==> src/bdr_consts.vh <==
// Constants for the board address decode and reset glue block.
`ifndef BDR_CONSTS_VH
`define BDR_CONSTS_VH
`define BDR_KEYPAD_LATCH_ADDR 16'h0000
`define BDR_IO_LATCH_ADDR 16'h2000
`define BDR_REGION_KEYPAD 3'h0
`define BDR_REGION_IO 3'h1
`define BDR_REGION_PERIPH1 3'h2
`define BDR_REGION_PERIPH2 3'h3
`define BDR_REGION_PERIPH3 3'h4
`define BDR_REGION_PERIPH4 3'h5
`define BDR_REGION_PERIPH5 3'h6
`define BDR_REGION_NVM 3'h7
`define BDR_NVM_OPEN_BLOCK 4'h0
`define BDR_WDG_LATCH_BIT 0
`define BDR_CLK_NS 4
`define BDR_WDG_TIMEOUT_MS 1600
`define BDR_WDG_PULSE_MS 200
`define BDR_BOOT_PULSE_US 5
`define BDR_WDG_TIMEOUT_CYC (`BDR_WDG_TIMEOUT_MS * 1000000 / `BDR_CLK_NS)
`define BDR_WDG_PULSE_CYC (`BDR_WDG_PULSE_MS * 1000000 / `BDR_CLK_NS)
`define BDR_BOOT_PULSE_CYC ((`BDR_BOOT_PULSE_US * 1000 + `BDR_CLK_NS - 1) / `BDR_CLK_NS)
`endif

==> src/bdr_board_glue.v <==
// Address decode, output holding registers, watchdog and reset glue for the board.
// Summary of operation
// - Eight 8 KB regions are selected by the top three address bits only.
// - Program-fetch strobe with read and write idle selects program memory everywhere.
// - Data read in the top region selects the nonvolatile memory for reading.
// - Without override only the lowest 512 bytes, up to E1FF, accept writes.
// - Address bits nine to twelve gate the nonvolatile-memory write output.
// - Grounding the full-write enable line opens every nonvolatile location to writes.
// - Every decoded device strobe is active only while write is asserted.
// - A write to 0000 hex loads the keypad holding register.
// - A write to 2000 hex loads the I/O-board holding register.
// - Regions 4000 through C000 drive the five peripheral write strobes.
// - Data sits on bus bits zero to seven before the strobe clocks it in.
// - Holding registers capture data on the strobe's rising edge, else hold.
// - The keypad holding register is eight bits wide driving LEDs, display, scan.
// - An unserviced watchdog emits a 200 millisecond reset pulse.
// - Watchdog service comes from bit zero of the I/O-board holding register.
// - Processor reset is watchdog pulse ORed with inverted power-on reset and the boot-detect pulse.
// - Panel driver power follows the backlight drive bit.
// - A high programming-voltage detect puts the processor into boot mode.
// - Every detect transition gives a processor reset pulse of at least 5 microseconds.
`timescale 1ns/1ps
`default_nettype none
`include "bdr_consts.vh"

module bdr_board_glue #(
  parameter [31:0] WDG_TIMEOUT_CYC = `BDR_WDG_TIMEOUT_CYC,
  parameter [31:0] WDG_PULSE_CYC = `BDR_WDG_PULSE_CYC
) (
  // Clock and reset.
  input wire clk,
  input wire resetn,
  // Processor external bus, active-low strobes.
  input wire [15:0] busAddr,
  input wire [7:0] busData,
  input wire programFetchStrobe_n,
  input wire readStrobe_n,
  input wire writeStrobe_n,
  // Board straps and supervisory inputs.
  input wire full_nvm_write_enable_n,
  input wire powerOnReset_n,
  input wire boot_voltage_detect,
  // Memory selects, active low.
  output wire programMemSelect_n,
  output wire nvmReadSelect_n,
  output wire nvmWriteStrobe_n,
  // Peripheral board write strobes, active low.
  output wire [4:0] peripheralStrobe_n,
  // Holding register outputs.
  output reg [7:0] keypadLatch,
  output reg [7:0] ioLatch,
  output wire backlight_drive,
  // Processor reset and mode.
  output wire processorReset,
  output wire bootMode
);

  // Synchronised bus and pin inputs.
  reg [15:0] addrMeta_q;
  reg [15:0] addr_q;
  reg [7:0] dataMeta_q;
  reg [7:0] data_q;
  reg [2:0] strbMeta_q;
  reg [2:0] strb_q;
  reg [2:0] pinMeta_q;
  reg [2:0] pin_q;

  always @(posedge clk or negedge resetn) begin
    if (!resetn) begin
      addrMeta_q <= 16'h0000;
      addr_q <= 16'h0000;
      dataMeta_q <= 8'h00;
      data_q <= 8'h00;
      strbMeta_q <= 3'h7;
      strb_q <= 3'h7;
      pinMeta_q <= 3'h3;
      pin_q <= 3'h3;
    end else begin
      addrMeta_q <= busAddr;
      addr_q <= addrMeta_q;
      dataMeta_q <= busData;
      data_q <= dataMeta_q;
      strbMeta_q <= {programFetchStrobe_n, readStrobe_n, writeStrobe_n};
      strb_q <= strbMeta_q;
      pinMeta_q <= {boot_voltage_detect, powerOnReset_n, full_nvm_write_enable_n};
      pin_q <= pinMeta_q;
    end
  end

  wire fetchAct = ~strb_q[2];
  wire readAct = ~strb_q[1];
  wire writeAct = ~strb_q[0];
  wire fullWrite = ~pin_q[0];
  wire porActive = ~pin_q[1];
  wire bootDetect = pin_q[2];
  wire [2:0] region = addr_q[15:13];

  // Decode outputs, one per region, gated by write.
  wire [7:0] decodeOut;
  genvar g;
  generate
    for (g = 0; g < 8; g = g + 1) begin : gDecode
      assign decodeOut[g] = writeAct & (region == g);
    end
  endgenerate

  assign programMemSelect_n = ~(fetchAct & ~readAct & ~writeAct);
  assign nvmReadSelect_n = ~(readAct & ~fetchAct & (region == `BDR_REGION_NVM));

  // The protect gate is open when bits nine to twelve are all zero or full write is enabled.
  wire protectGate = (addr_q[12:9] == `BDR_NVM_OPEN_BLOCK) | fullWrite;
  assign nvmWriteStrobe_n = ~(decodeOut[`BDR_REGION_NVM] & protectGate);

  assign peripheralStrobe_n = ~decodeOut[`BDR_REGION_PERIPH5:`BDR_REGION_PERIPH1];

  // Holding registers load on the rising edge of the released strobe, as the strobe's
  // trailing edge is where the data is certainly settled on the bus.
  reg [7:0] decodeOut_q;
  always @(posedge clk or negedge resetn) begin
    if (!resetn) begin
      decodeOut_q <= 8'h00;
    end else begin
      decodeOut_q <= decodeOut;
    end
  end

  wire keypadLoad = decodeOut_q[`BDR_REGION_KEYPAD] & ~decodeOut[`BDR_REGION_KEYPAD];
  wire ioLoad = decodeOut_q[`BDR_REGION_IO] & ~decodeOut[`BDR_REGION_IO];
  reg [7:0] dataHold_q;

  always @(posedge clk or negedge resetn) begin
    if (!resetn) begin
      dataHold_q <= 8'h00;
      keypadLatch <= 8'h00;
      ioLatch <= 8'h00;
    end else begin
      if (writeAct) begin
        dataHold_q <= data_q;
      end
      if (keypadLoad) begin
        keypadLatch <= dataHold_q;
      end
      if (ioLoad) begin
        ioLatch <= dataHold_q;
      end
    end
  end

  assign backlight_drive = ioLatch[`BDR_WDG_LATCH_BIT];

  // Watchdog: any edge of the service bit restarts the timeout.
  wire watchdog_service_input = ioLatch[`BDR_WDG_LATCH_BIT];
  reg serviceLast_q;
  reg [31:0] wdgCount_q;
  reg [31:0] wdgPulse_q;
  wire serviced = watchdog_service_input ^ serviceLast_q;
  wire wdgPulse = (wdgPulse_q != 32'h0000_0000);

  always @(posedge clk or negedge resetn) begin
    if (!resetn) begin
      serviceLast_q <= 1'b0;
      wdgCount_q <= 32'h0000_0000;
      wdgPulse_q <= 32'h0000_0000;
    end else begin
      serviceLast_q <= watchdog_service_input;
      if (wdgPulse) begin
        wdgPulse_q <= wdgPulse_q - 32'h0000_0001;
        wdgCount_q <= 32'h0000_0000;
      end else if (serviced || porActive) begin
        wdgCount_q <= 32'h0000_0000;
      end else if (wdgCount_q >= WDG_TIMEOUT_CYC - 32'h0000_0001) begin
        wdgCount_q <= 32'h0000_0000;
        wdgPulse_q <= WDG_PULSE_CYC;
      end else begin
        wdgCount_q <= wdgCount_q + 32'h0000_0001;
      end
    end
  end

  // Boot mode and the reset pulse on each detect transition.
  reg bootLast_q;
  // Kept as wide as the constant so the reload value is never cut short.
  reg [31:0] bootPulse_q;
  wire bootPulse = (bootPulse_q != 32'h0000_0000);

  always @(posedge clk or negedge resetn) begin
    if (!resetn) begin
      bootLast_q <= 1'b0;
      bootPulse_q <= 32'h0000_0000;
    end else begin
      bootLast_q <= bootDetect;
      if (bootDetect != bootLast_q) begin
        bootPulse_q <= `BDR_BOOT_PULSE_CYC;
      end else if (bootPulse) begin
        bootPulse_q <= bootPulse_q - 32'h0000_0001;
      end
    end
  end

  assign bootMode = bootLast_q;
  assign processorReset = wdgPulse | porActive | bootPulse;

endmodule // bdr_board_glue
`default_nettype wire

==> config.mk <==
export PLATFORM = sky130hd
export DESIGN_NAME = bdr_board_glue
export DESIGN_NICKNAME = d
export VERILOG_FILES = /design/src/bdr_board_glue.v
export VERILOG_INCLUDE_DIRS = /design/src
export SDC_FILE = /design/constraint.sdc
export NUM_CORES = 1
export LEC_CHECK = 0
export ABC_AREA = 1
export BUFFER_PORTS_ARGS = -buffer_cell sky130_fd_sc_hd__buf_4
export CAP_MARGIN = 25
export CORE_ASPECT_RATIO = 1.1
export CORE_UTILIZATION = 29
export CTS_CLUSTER_SIZE = 10
export DETAILED_ROUTE_END_ITERATION = 8
export GPL_TIMING_DRIVEN = 0
export PLACE_DENSITY = 0.46
export RECOVER_POWER = 50
export SLEW_MARGIN = 40
export SYNTH_ARGS = -nofsm -noshare
export SYNTH_HDL_FRONTEND = slang
export SYNTH_SLANG_ARGS = --single-unit
==> constraint.sdc <==
create_clock -name clk -period 2.3 [get_ports clk]
set_input_delay 0.575 -clock clk [delete_from_list [all_inputs] [get_ports clk]]
set_output_delay 0.575 -clock clk [all_outputs]
set_load 0.01 [all_outputs]
==> flow_metrics.tcl, run 1 <==
set metrics [dict create \
    gp_congestion 0.8537 \
    synth_top_area_share 0.4964 \
    wl_met2_um 8233 \
    hold_viol 0 \
    ios 59 \
    critPathKind "flop to output pin" \
    crit_arrival_ps 1860 \
    portBuffers 49 \
    drv_cap 1 \
    hp-class "primary input to flop" \
    fin_util 0.3603 \
    violations "max-capacitance violations, max-slew violations, negative setup slack" \
    routed_wl_um 17380 \
    tritoncts "yes" \
    grt_pass1_wl_um 30020 \
    slew_headroom -0.01914 \
    vias_per_cell 4.368 \
    crit_fanout 2 \
    rrSetupSlack_ps 270 \
    h-tree-depth 4 \
    setup.worst_path.start_class "flop" \
    avgSynthCellArea_um2 8.520 \
    synth_ff_type "dfrtp_1" \
    synth_commonest_cells "nor2_1, nand2_1, dfrtp_1" \
    dr.first_iter.drc_count 363 \
    die_h_um 174.7 \
    drtAntennaViolNets 0 \
    yosysMostFrequentCell "nor2_1" \
    gr-total-overflow 0 \
    clk_pin_slew_ps 80 \
    nNetsFinal 1038 \
    p_per_area_nw_per_um2 740.3 \
    ir_drop_v 0.0004238 \
    layout.cells.non_filler 1368 \
    total_power_mw 7.035 \
    numCtsBuffers 17 \
    drive_gt1_frac 0.1722 \
    antenna_found_initial 0 \
    hpwl_um 12670 \
    met1Wirelength_um 8413 \
    clkSinkCount 166 \
    dr_wl_met3_um 535 \
    antenna_cells 0 \
    postSynthCellCount 923 \
    yosys.area.top_type "dfrtp_1" \
    syn_area_um2 7864 \
    synth_edf_count 0 \
    place_ws_ps -102.5 \
    end_kind "output pin" \
    grt_max_degree 74 \
    chipWidth_um 159.0 \
    fp-row-count 62 \
    p_leak_nw 4.258 \
    max_freq_mhz 410.0 \
    dieArea_um2 27780 \
    post_drt_wl_per_cell_um 12.70 \
    drc 0 \
    ys_types 42 \
    status "complete, but fails checks" \
    first_global_vias 6054 \
    rsz0062_at_grt "yes" \
    ys_seq_elements 166 \
    layout_setup_ws_ps -138.8 \
    clk_path_buf_depth 2 \
    syn_to_final_growth_pct 20.84 \
    ys_seq_area_frac 0.5298 \
    synthArstFlopShare 1.000 \
    grt_usage 0.1346 \
    vias 5976 \
    dp_cells 1328 \
    dr.pass1.iters 4 \
    yosysWarnings 0 \
    netlist_top_cells_area "dfrtp_1, nor2_1, nand2_1, dfstp_2, inv_1" \
    clk_latency_ps 440 \
    period_share 1.060 \
    worstMarginPinSlew_ps 1526 \
    finalCriticalPeriod_ps 2439 \
    clock_skew_ps 14.73 \
    initial_core_util 0.2981 \
    coreArea_um2 26380 \
    root_buffer "clkbuf_16" \
    cp.required_ps 1730 \
    top_layer_used "met4" \
    drv_slew 27 \
    setup_viol 1 \
]
## flip-flops by register name, summed over array words and instances (netlist names), 7 cells and up
name,count
bootPulse_q,32
wdgCount_q,32
wdgPulse_q,32
dataHold_q,8
dataMeta_q,8
data_q,8
ioLatch,8
keypadLatch,8
addrMeta_q,7
addr_q,7
## cell usage in the layout, fill, tap and decap left out, drive strengths merged, types with 18 or more instances in the layout
cell type,n
o21ai,33
clkbuf,43
a21oi,18
dfrtp,156
nor3,31
xor2,26
inv,86
buf,44
nand2,197
nand3,43
xnor2,20
nor2,248
## layout make-up
cell class	count	area (um^2)
Multi-Input combinational cell	669	3376
Buffer	12	95.09
Inverter	77	292.8
Clock buffer	17	425.4
Timing Repair Buffer	60	498.0
Fill cell	2768	16870
Clock inverter	15	209.0
Sequential cell	166	4167
Tap cell	352	440.4
## report_power, final
group	internal, mW	switching (mW)
logic	0.293	0.445
registers	3.13	0.164
clock network	1.52	1.48
## worst max-delay path: stages, from the launching register on
cell and delay [ps]:
dfrtp_1 390, inv_2 90, ha_4 150, nand2_4 50, nor2_4 90, nand3_2 90, nor2_4 130, nand4_4 90
nand3b_1 200, buf_6 140
## routing by layer
layer	vias up	track usage
met5	-	0
met4	0	0.03966
met3	16	0.02682
met2	89	0.2253
met1	2789	0.1757
li1	3082	-
## stage by stage
stage	setup TNS, ps	hold WS, ps	instance area (um^2)
6_report	-138.8	244.8	9503
3_5_place_dp	-102.5	334.7	8742
2_1_floorplan	0	279.4	7871
3_3_place_gp	-65730	332.1	8680
4_1_cts	-169.3	220.7	9487
5_1_grt	-4606	222.6	9503
## cell families (layout without fill, tap and decap cells)
group           count (synthesis)  in the layout  synth area share
compound gates                 59             59           0.04010
xor+xnor                       46             46           0.05123
fa+ha+maj                       3              3          0.004774
buf+inv                        90            181           0.04980
flops                         166            166            0.5298
other cells                     1              3         0.0004769
simple gates                  558            558            0.3238
## repair_timing
action,CTS,global route
hold buffers,1,0
hold endpoints to repair,18,0
pin swaps,7,6
setup buffers,7,1
gates resized for setup,14,5
endpoints found under the setup margin,3,1
## path summary, 6_finish.rpt
| kind | startpoint | end | cells after the start |
|---|---|---|---|
| min in group asynchronous | resetn | wdgCount_q[7] | 2 |
| max in group asynchronous | resetn | strbMeta_q[0] | 3 |
| setup reg to reg | bootPulse_q[0] | bootPulse_q[12] | 9 |
| hold / removal | readStrobe_n | strbMeta_q[1] | 1 |
| hold reg to reg | dataMeta_q[1] | data_q[1] | 0 |
| setup / recovery | wdgPulse_q[0] | processorReset | 9 |
No activity file was read; power rests on OpenSTA's default activity.
==> run 2, diff against run 1 <==
--- a/config.mk
+++ b/config.mk
@@ -10,11 +10,11 @@
 export BUFFER_PORTS_ARGS = -buffer_cell sky130_fd_sc_hd__buf_4
 export CAP_MARGIN = 25
 export CORE_ASPECT_RATIO = 1.1
-export CORE_UTILIZATION = 29
+export CORE_UTILIZATION = 30
 export CTS_CLUSTER_SIZE = 10
 export DETAILED_ROUTE_END_ITERATION = 8
 export GPL_TIMING_DRIVEN = 0
-export PLACE_DENSITY = 0.46
+export PLACE_DENSITY = 0.48
 export RECOVER_POWER = 50
 export SLEW_MARGIN = 40
 export SYNTH_ARGS = -nofsm -noshare
==> flow_metrics.tcl, run 2 (same netlist as run 1, synthesis figures left out) <==
set metrics [dict create \
    status "complete, but fails checks" \
    violations "negative setup slack" \
    final_cell_mix "nor2_1, nand2_1, dfrtp_1" \
    coreArea_um2 25490 \
    nNetsFinal 1042 \
    drv_slew 0 \
    chipWidth_um 156.4 \
    clock_skew_ps 20.46 \
    dp_cells 1322 \
    drive_gt1_frac 0.1814 \
    dieArea_um2 26870 \
    p_per_area_nw_per_um2 735.4 \
    first_global_vias 5824 \
    grt_max_degree 75 \
    hold_path.startpoint "writeStrobe_n" \
    syn_to_final_growth_pct 20.65 \
    ir_drop_v 0.0004442 \
    root_buffer "clkbuf_16" \
    drtAntennaViolNets 0 \
    hp-class "primary input to flop" \
    h-tree-depth 4 \
    routed_wl_um 17330 \
    portBuffers 49 \
    dr.pass1.iters 4 \
    clkSinkCount 166 \
    initial_core_util 0.3085 \
    period_share 1.077 \
    slew_headroom 0.2898 \
    grt_usage 0.1394 \
    ios 59 \
    max_freq_mhz 403.5 \
    setup.worst_path.start_class "flop" \
    clk_path_buf_depth 2 \
    hpwl_um 12590 \
    tritoncts "yes" \
    register_area_um2 4167 \
    vias_per_cell 4.373 \
    layout.cells.non_filler 1366 \
    die_h_um 171.8 \
    multi_input_area_um2 3383 \
    critPathKind "flop to output pin" \
    vias 5974 \
    end_kind "output pin" \
    clk_pin_slew_ps 90 \
    total_power_mw 6.978 \
    crit_arrival_ps 1900 \
    gp_congestion 0.8163 \
    fp-row-count 61 \
    rsz0062_at_grt "yes" \
    tns_ps -178.2 \
    finalCriticalPeriod_ps 2478 \
    hold_viol 0 \
    setup_viol 1 \
    gr-total-overflow 0 \
    top_regs "bootPulse_q x32, wdgCount_q x32, wdgPulse_q x32" \
    dr.first_iter.drc_count 271 \
    cp.required_ps 1730 \
    worstMarginPinSlew_ps 1065 \
    layout_setup_ws_ps -178.2 \
    fin_util 0.3722 \
    crit_fanout 2 \
    post_drt_wl_per_cell_um 12.69 \
    reg2reg_from "wdgPulse_q[0]" \
    drv_cap 0 \
    crit_start "wdgPulse_q[0]" \
    p_leak_nw 4.250 \
    cts_hold_buf 0 \
    antenna_found_initial 0 \
    grt_pass1_wl_um 29220 \
    antenna_cells 0 \
    fillers 2647 \
    numCtsBuffers 17 \
    drc 0 \
    clk_latency_ps 440 \
    mostFrequentLayoutCell "nor2_1" \
]
[run 2: final timing paths]
| kind | slack, ps | depth (start not counted) | to |
|---|---|---|---|
| worst max-delay path | -180 | 9 | processorReset |
| worst min-delay path | 230 | 1 | strbMeta_q[0] |
| worst max register to register | 170 | 9 | wdgPulse_q[30] |
| worst min register to register | 340 | 0 | data_q[3] |
| max in group asynchronous | 230 | 3 | strb_q[1] |
| min in group asynchronous | 300 | 1 | bootPulse_q[0] |
[run 2: critical path, cell delays in order (launching register included)]
cell and delay [ps]:
dfrtp_1 390, inv_2 80, ha_4 150, nand2_4 50, nor2_4 90, nand3_2 90
nor2_4 130, nand4_4 90, nand3b_1 220, buf_4 170
[run 2: cell type report]
type	instances	share of cell area
Tap cell	346	0.04563
Buffer	12	0.01002
Inverter	77	0.03086
Timing Repair Buffer	64	0.05209
Clock inverter	15	0.02084
Multi-Input combinational cell	669	0.3566
Sequential cell	166	0.4391
Clock buffer	17	0.04484
[run 2: power breakdown]
group,total (mW),internal (mW),switching (mW)
sequential,3.30,3.13,0.166
clock,2.93,1.48,1.44
combinational,0.748,0.296,0.453
[run 2: what timing repair did]
item | in CTS | in global routing
setup buffers | 9 | 4
resized for setup | 15 | 5
pin swaps | 8 | 8
setup endpoints to repair | 3 | 1
[run 2: metal layers]
layer | share of wire | vias to the layer above | track usage
li1 | - | 3077 | -
met1 | 0.49 | 2813 | 0.1887
met2 | 0.46 | 67 | 0.2230
met3 | 0.027 | 17 | 0.02368
met4 | 0.018 | 0 | 0.05158
met5 | 0 | - | 0
[run 2: stage by stage]
step / setup slack [ps] / hold WS, ps / area (um^2)
floorplan: 283.8 / 279.4 / 7871
global placement: -413.5 / 331.8 / 8672
detailed placement: -141.5 / 334.7 / 8735
CTS: -196.9 / 2.492 / 9479
global route: -287.6 / 214.1 / 9488
finish: -178.2 / 231.6 / 9488
==> run 3, diff against run 2 <==
--- a/config.mk
+++ b/config.mk
@@ -9,13 +9,14 @@
 export ABC_AREA = 1
 export BUFFER_PORTS_ARGS = -buffer_cell sky130_fd_sc_hd__buf_4
 export CAP_MARGIN = 25
-export CORE_ASPECT_RATIO = 1.1
 export CORE_UTILIZATION = 30
+export CTS_CLUSTER_DIAMETER = 60
 export CTS_CLUSTER_SIZE = 10
 export DETAILED_ROUTE_END_ITERATION = 8
 export GPL_TIMING_DRIVEN = 0
 export PLACE_DENSITY = 0.48
 export RECOVER_POWER = 50
+export SKIP_LAST_GASP = 1
 export SLEW_MARGIN = 40
 export SYNTH_ARGS = -nofsm -noshare
 export SYNTH_HDL_FRONTEND = slang
==> flow_metrics.tcl, run 3 (same netlist as run 1, synthesis figures left out) <==
set metrics [dict create \
    status "complete, but fails checks" \
    violations "negative setup slack" \
    critPathKind "flop to output pin" \
    cp.depth 9 \
    drive_gt1_frac 0.1752 \
    drc 0 \
    die_h_um 163.9 \
    grt_usage 0.1427 \
    final_cell_mix "nor2_1, nand2_1, dfrtp_1" \
    finalCriticalPeriod_ps 2463 \
    max_freq_mhz 405.9 \
    first_global_vias 5877 \
    antenna_found_initial 0 \
    h-tree-depth 4 \
    dp_cells 1306 \
    vias_per_cell 4.421 \
    fp-row-count 58 \
    setup_viol 1 \
    crit_arrival_ps 1890 \
    crit_path_cell_trace "inv_2, ha_4, nand2_4, nor2_4, nand3_2, nor2_4, nand4_4, nand3b_1, buf_4" \
    portBuffers 49 \
    dr.first_iter.drc_count 436 \
    p_per_area_nw_per_um2 740.6 \
    nNetsFinal 1038 \
    clk_pin_slew_ps 80 \
    rsz0062_at_grt "yes" \
    hpwl_um 12640 \
    clk_path_buf_depth 2 \
    hold-worst-slack_ps 241.6 \
    ir_drop_v 0.0003747 \
    r2r_cells 9 \
    chipWidth_um 163.9 \
    total_power_mw 6.975 \
    clkSinkCount 166 \
    drv_cap 0 \
    slew_headroom 0.02265 \
    coreArea_um2 25470 \
    routed_wl_um 17470 \
    dr.pass1.iters 7 \
    grt_pass1_wl_um 29750 \
    mostFrequentLayoutCell "nor2_1" \
    worstMarginPinSlew_ps 1466 \
    cp.required_ps 1730 \
    end_kind "output pin" \
    root_buffer "clkbuf_16" \
    vias 5951 \
    tritoncts "yes" \
    clk_latency_ps 440 \
    p_leak_nw 4.227 \
    path_buf_inv 2 \
    hp-class "primary input to flop" \
    drtAntennaViolNets 0 \
    ios 59 \
    whs_path_depth 1 \
    drv_slew 0 \
    gr-total-overflow 0 \
    gp_congestion 0.8059 \
    clock_skew_ps 10.95 \
    post_drt_wl_per_cell_um 12.98 \
    crit_fanout 2 \
    layout.cells.non_filler 1346 \
    tns_ps -163.4 \
    fin_util 0.3697 \
    layout_setup_ws_ps -163.4 \
    path_delay_family "simple AND/OR/NAND/NOR gates" \
    hold_viol 0 \
    period_share 1.071 \
    grt_max_degree 69 \
    syn_to_final_growth_pct 19.76 \
    cpMostUsedCell "nor2_4" \
    initial_core_util 0.3087 \
    top_regs "bootPulse_q x32, wdgCount_q x32, wdgPulse_q x32" \
    numCtsBuffers 17 \
    dieArea_um2 26860 \
    antenna_cells 0 \
    setup.worst_path.start_class "flop" \
    slowest_delay_ps 390 \
    worst_path_max_delay_cell "dfrtp_1" \
    cts_hold_buf 0 \
]
[run 3: changes by cell type in the layout (fill, tap and decap cells not counted), sizes merged]
cell    change
clkinv      -2
inv         +2
buf         -4
[run 3: where the power goes]
| group | switching [mW] | internal (mW) | total [mW] |
|---|---|---|---|
| logic | 0.454 | 0.290 | 0.744 |
| registers | 0.158 | 3.13 | 3.29 |
| clock network | 1.44 | 1.49 | 2.94 |
| total | 2.06 | 4.92 | 6.97 |
[run 3: final timing paths]
check | startpoint | endpoint | slack [ps]
setup / recovery | wdgPulse_q[1] | processorReset | -160
hold / removal | writeStrobe_n | strbMeta_q[0] | 240
setup reg to reg | bootPulse_q[0] | bootPulse_q[22] | 230
hold reg to reg | addrMeta_q[9] | addr_q[9] | 340
max in group asynchronous | resetn | ioLatch[5] | 410
min in group asynchronous | resetn | wdgCount_q[4] | 470
[run 3: worst reg2reg max path, delay by kind of cell (launching register included)]
| family | cells | cell delay (ps) |
|---|---|---|
| fa+ha+maj | 1 | 140 |
| buf+inv | 3 | 530 |
| flops | 1 | 370 |
| simple gates | 5 | 890 |
[run 3: routing by layer]
metal / vias to the layer above / GRT usage / share of wire
met2: 66 / 0.2309 / 0.47
met1: 2792 / 0.1923 / 0.49
li1: 3083 / - / -
met3: 10 / 0.03005 / 0.025
met4: 0 / 0.03956 / 0.0083
met5: - / 0 / 0
[run 3: area by class of cell]
cell class | instances | area, um^2
repair buffers | 60 | 451.7
inverters | 77 | 292.8
flip-flops and latches | 166 | 4167
multi-input cells | 669 | 3376
clock inverters | 15 | 197.7
fillers | 2599 | 16050
clock buffers | 17 | 425.4
well taps | 330 | 412.9
plain buffers | 12 | 95.09
[run 3: stage by stage]
| stage | worst slack, ps | instance area (um^2) |
|---|---|---|
| floorplan | 283.8 | 7871 |
| global placement | -406.6 | 8652 |
| detailed placement | -198.4 | 8707 |
| CTS | -239.4 | 9427 |
| global route | -310.7 | 9418 |
| finish | -163.4 | 9418 |
[run 3: repair_timing]
| item | in CTS | in global routing |
|---|---|---|
| endpoints found under the setup margin | 3 | 6 |
| resized for setup | 10 | 8 |
| pin swaps | 7 | 5 |
| setup buffers | 8 | 1 |
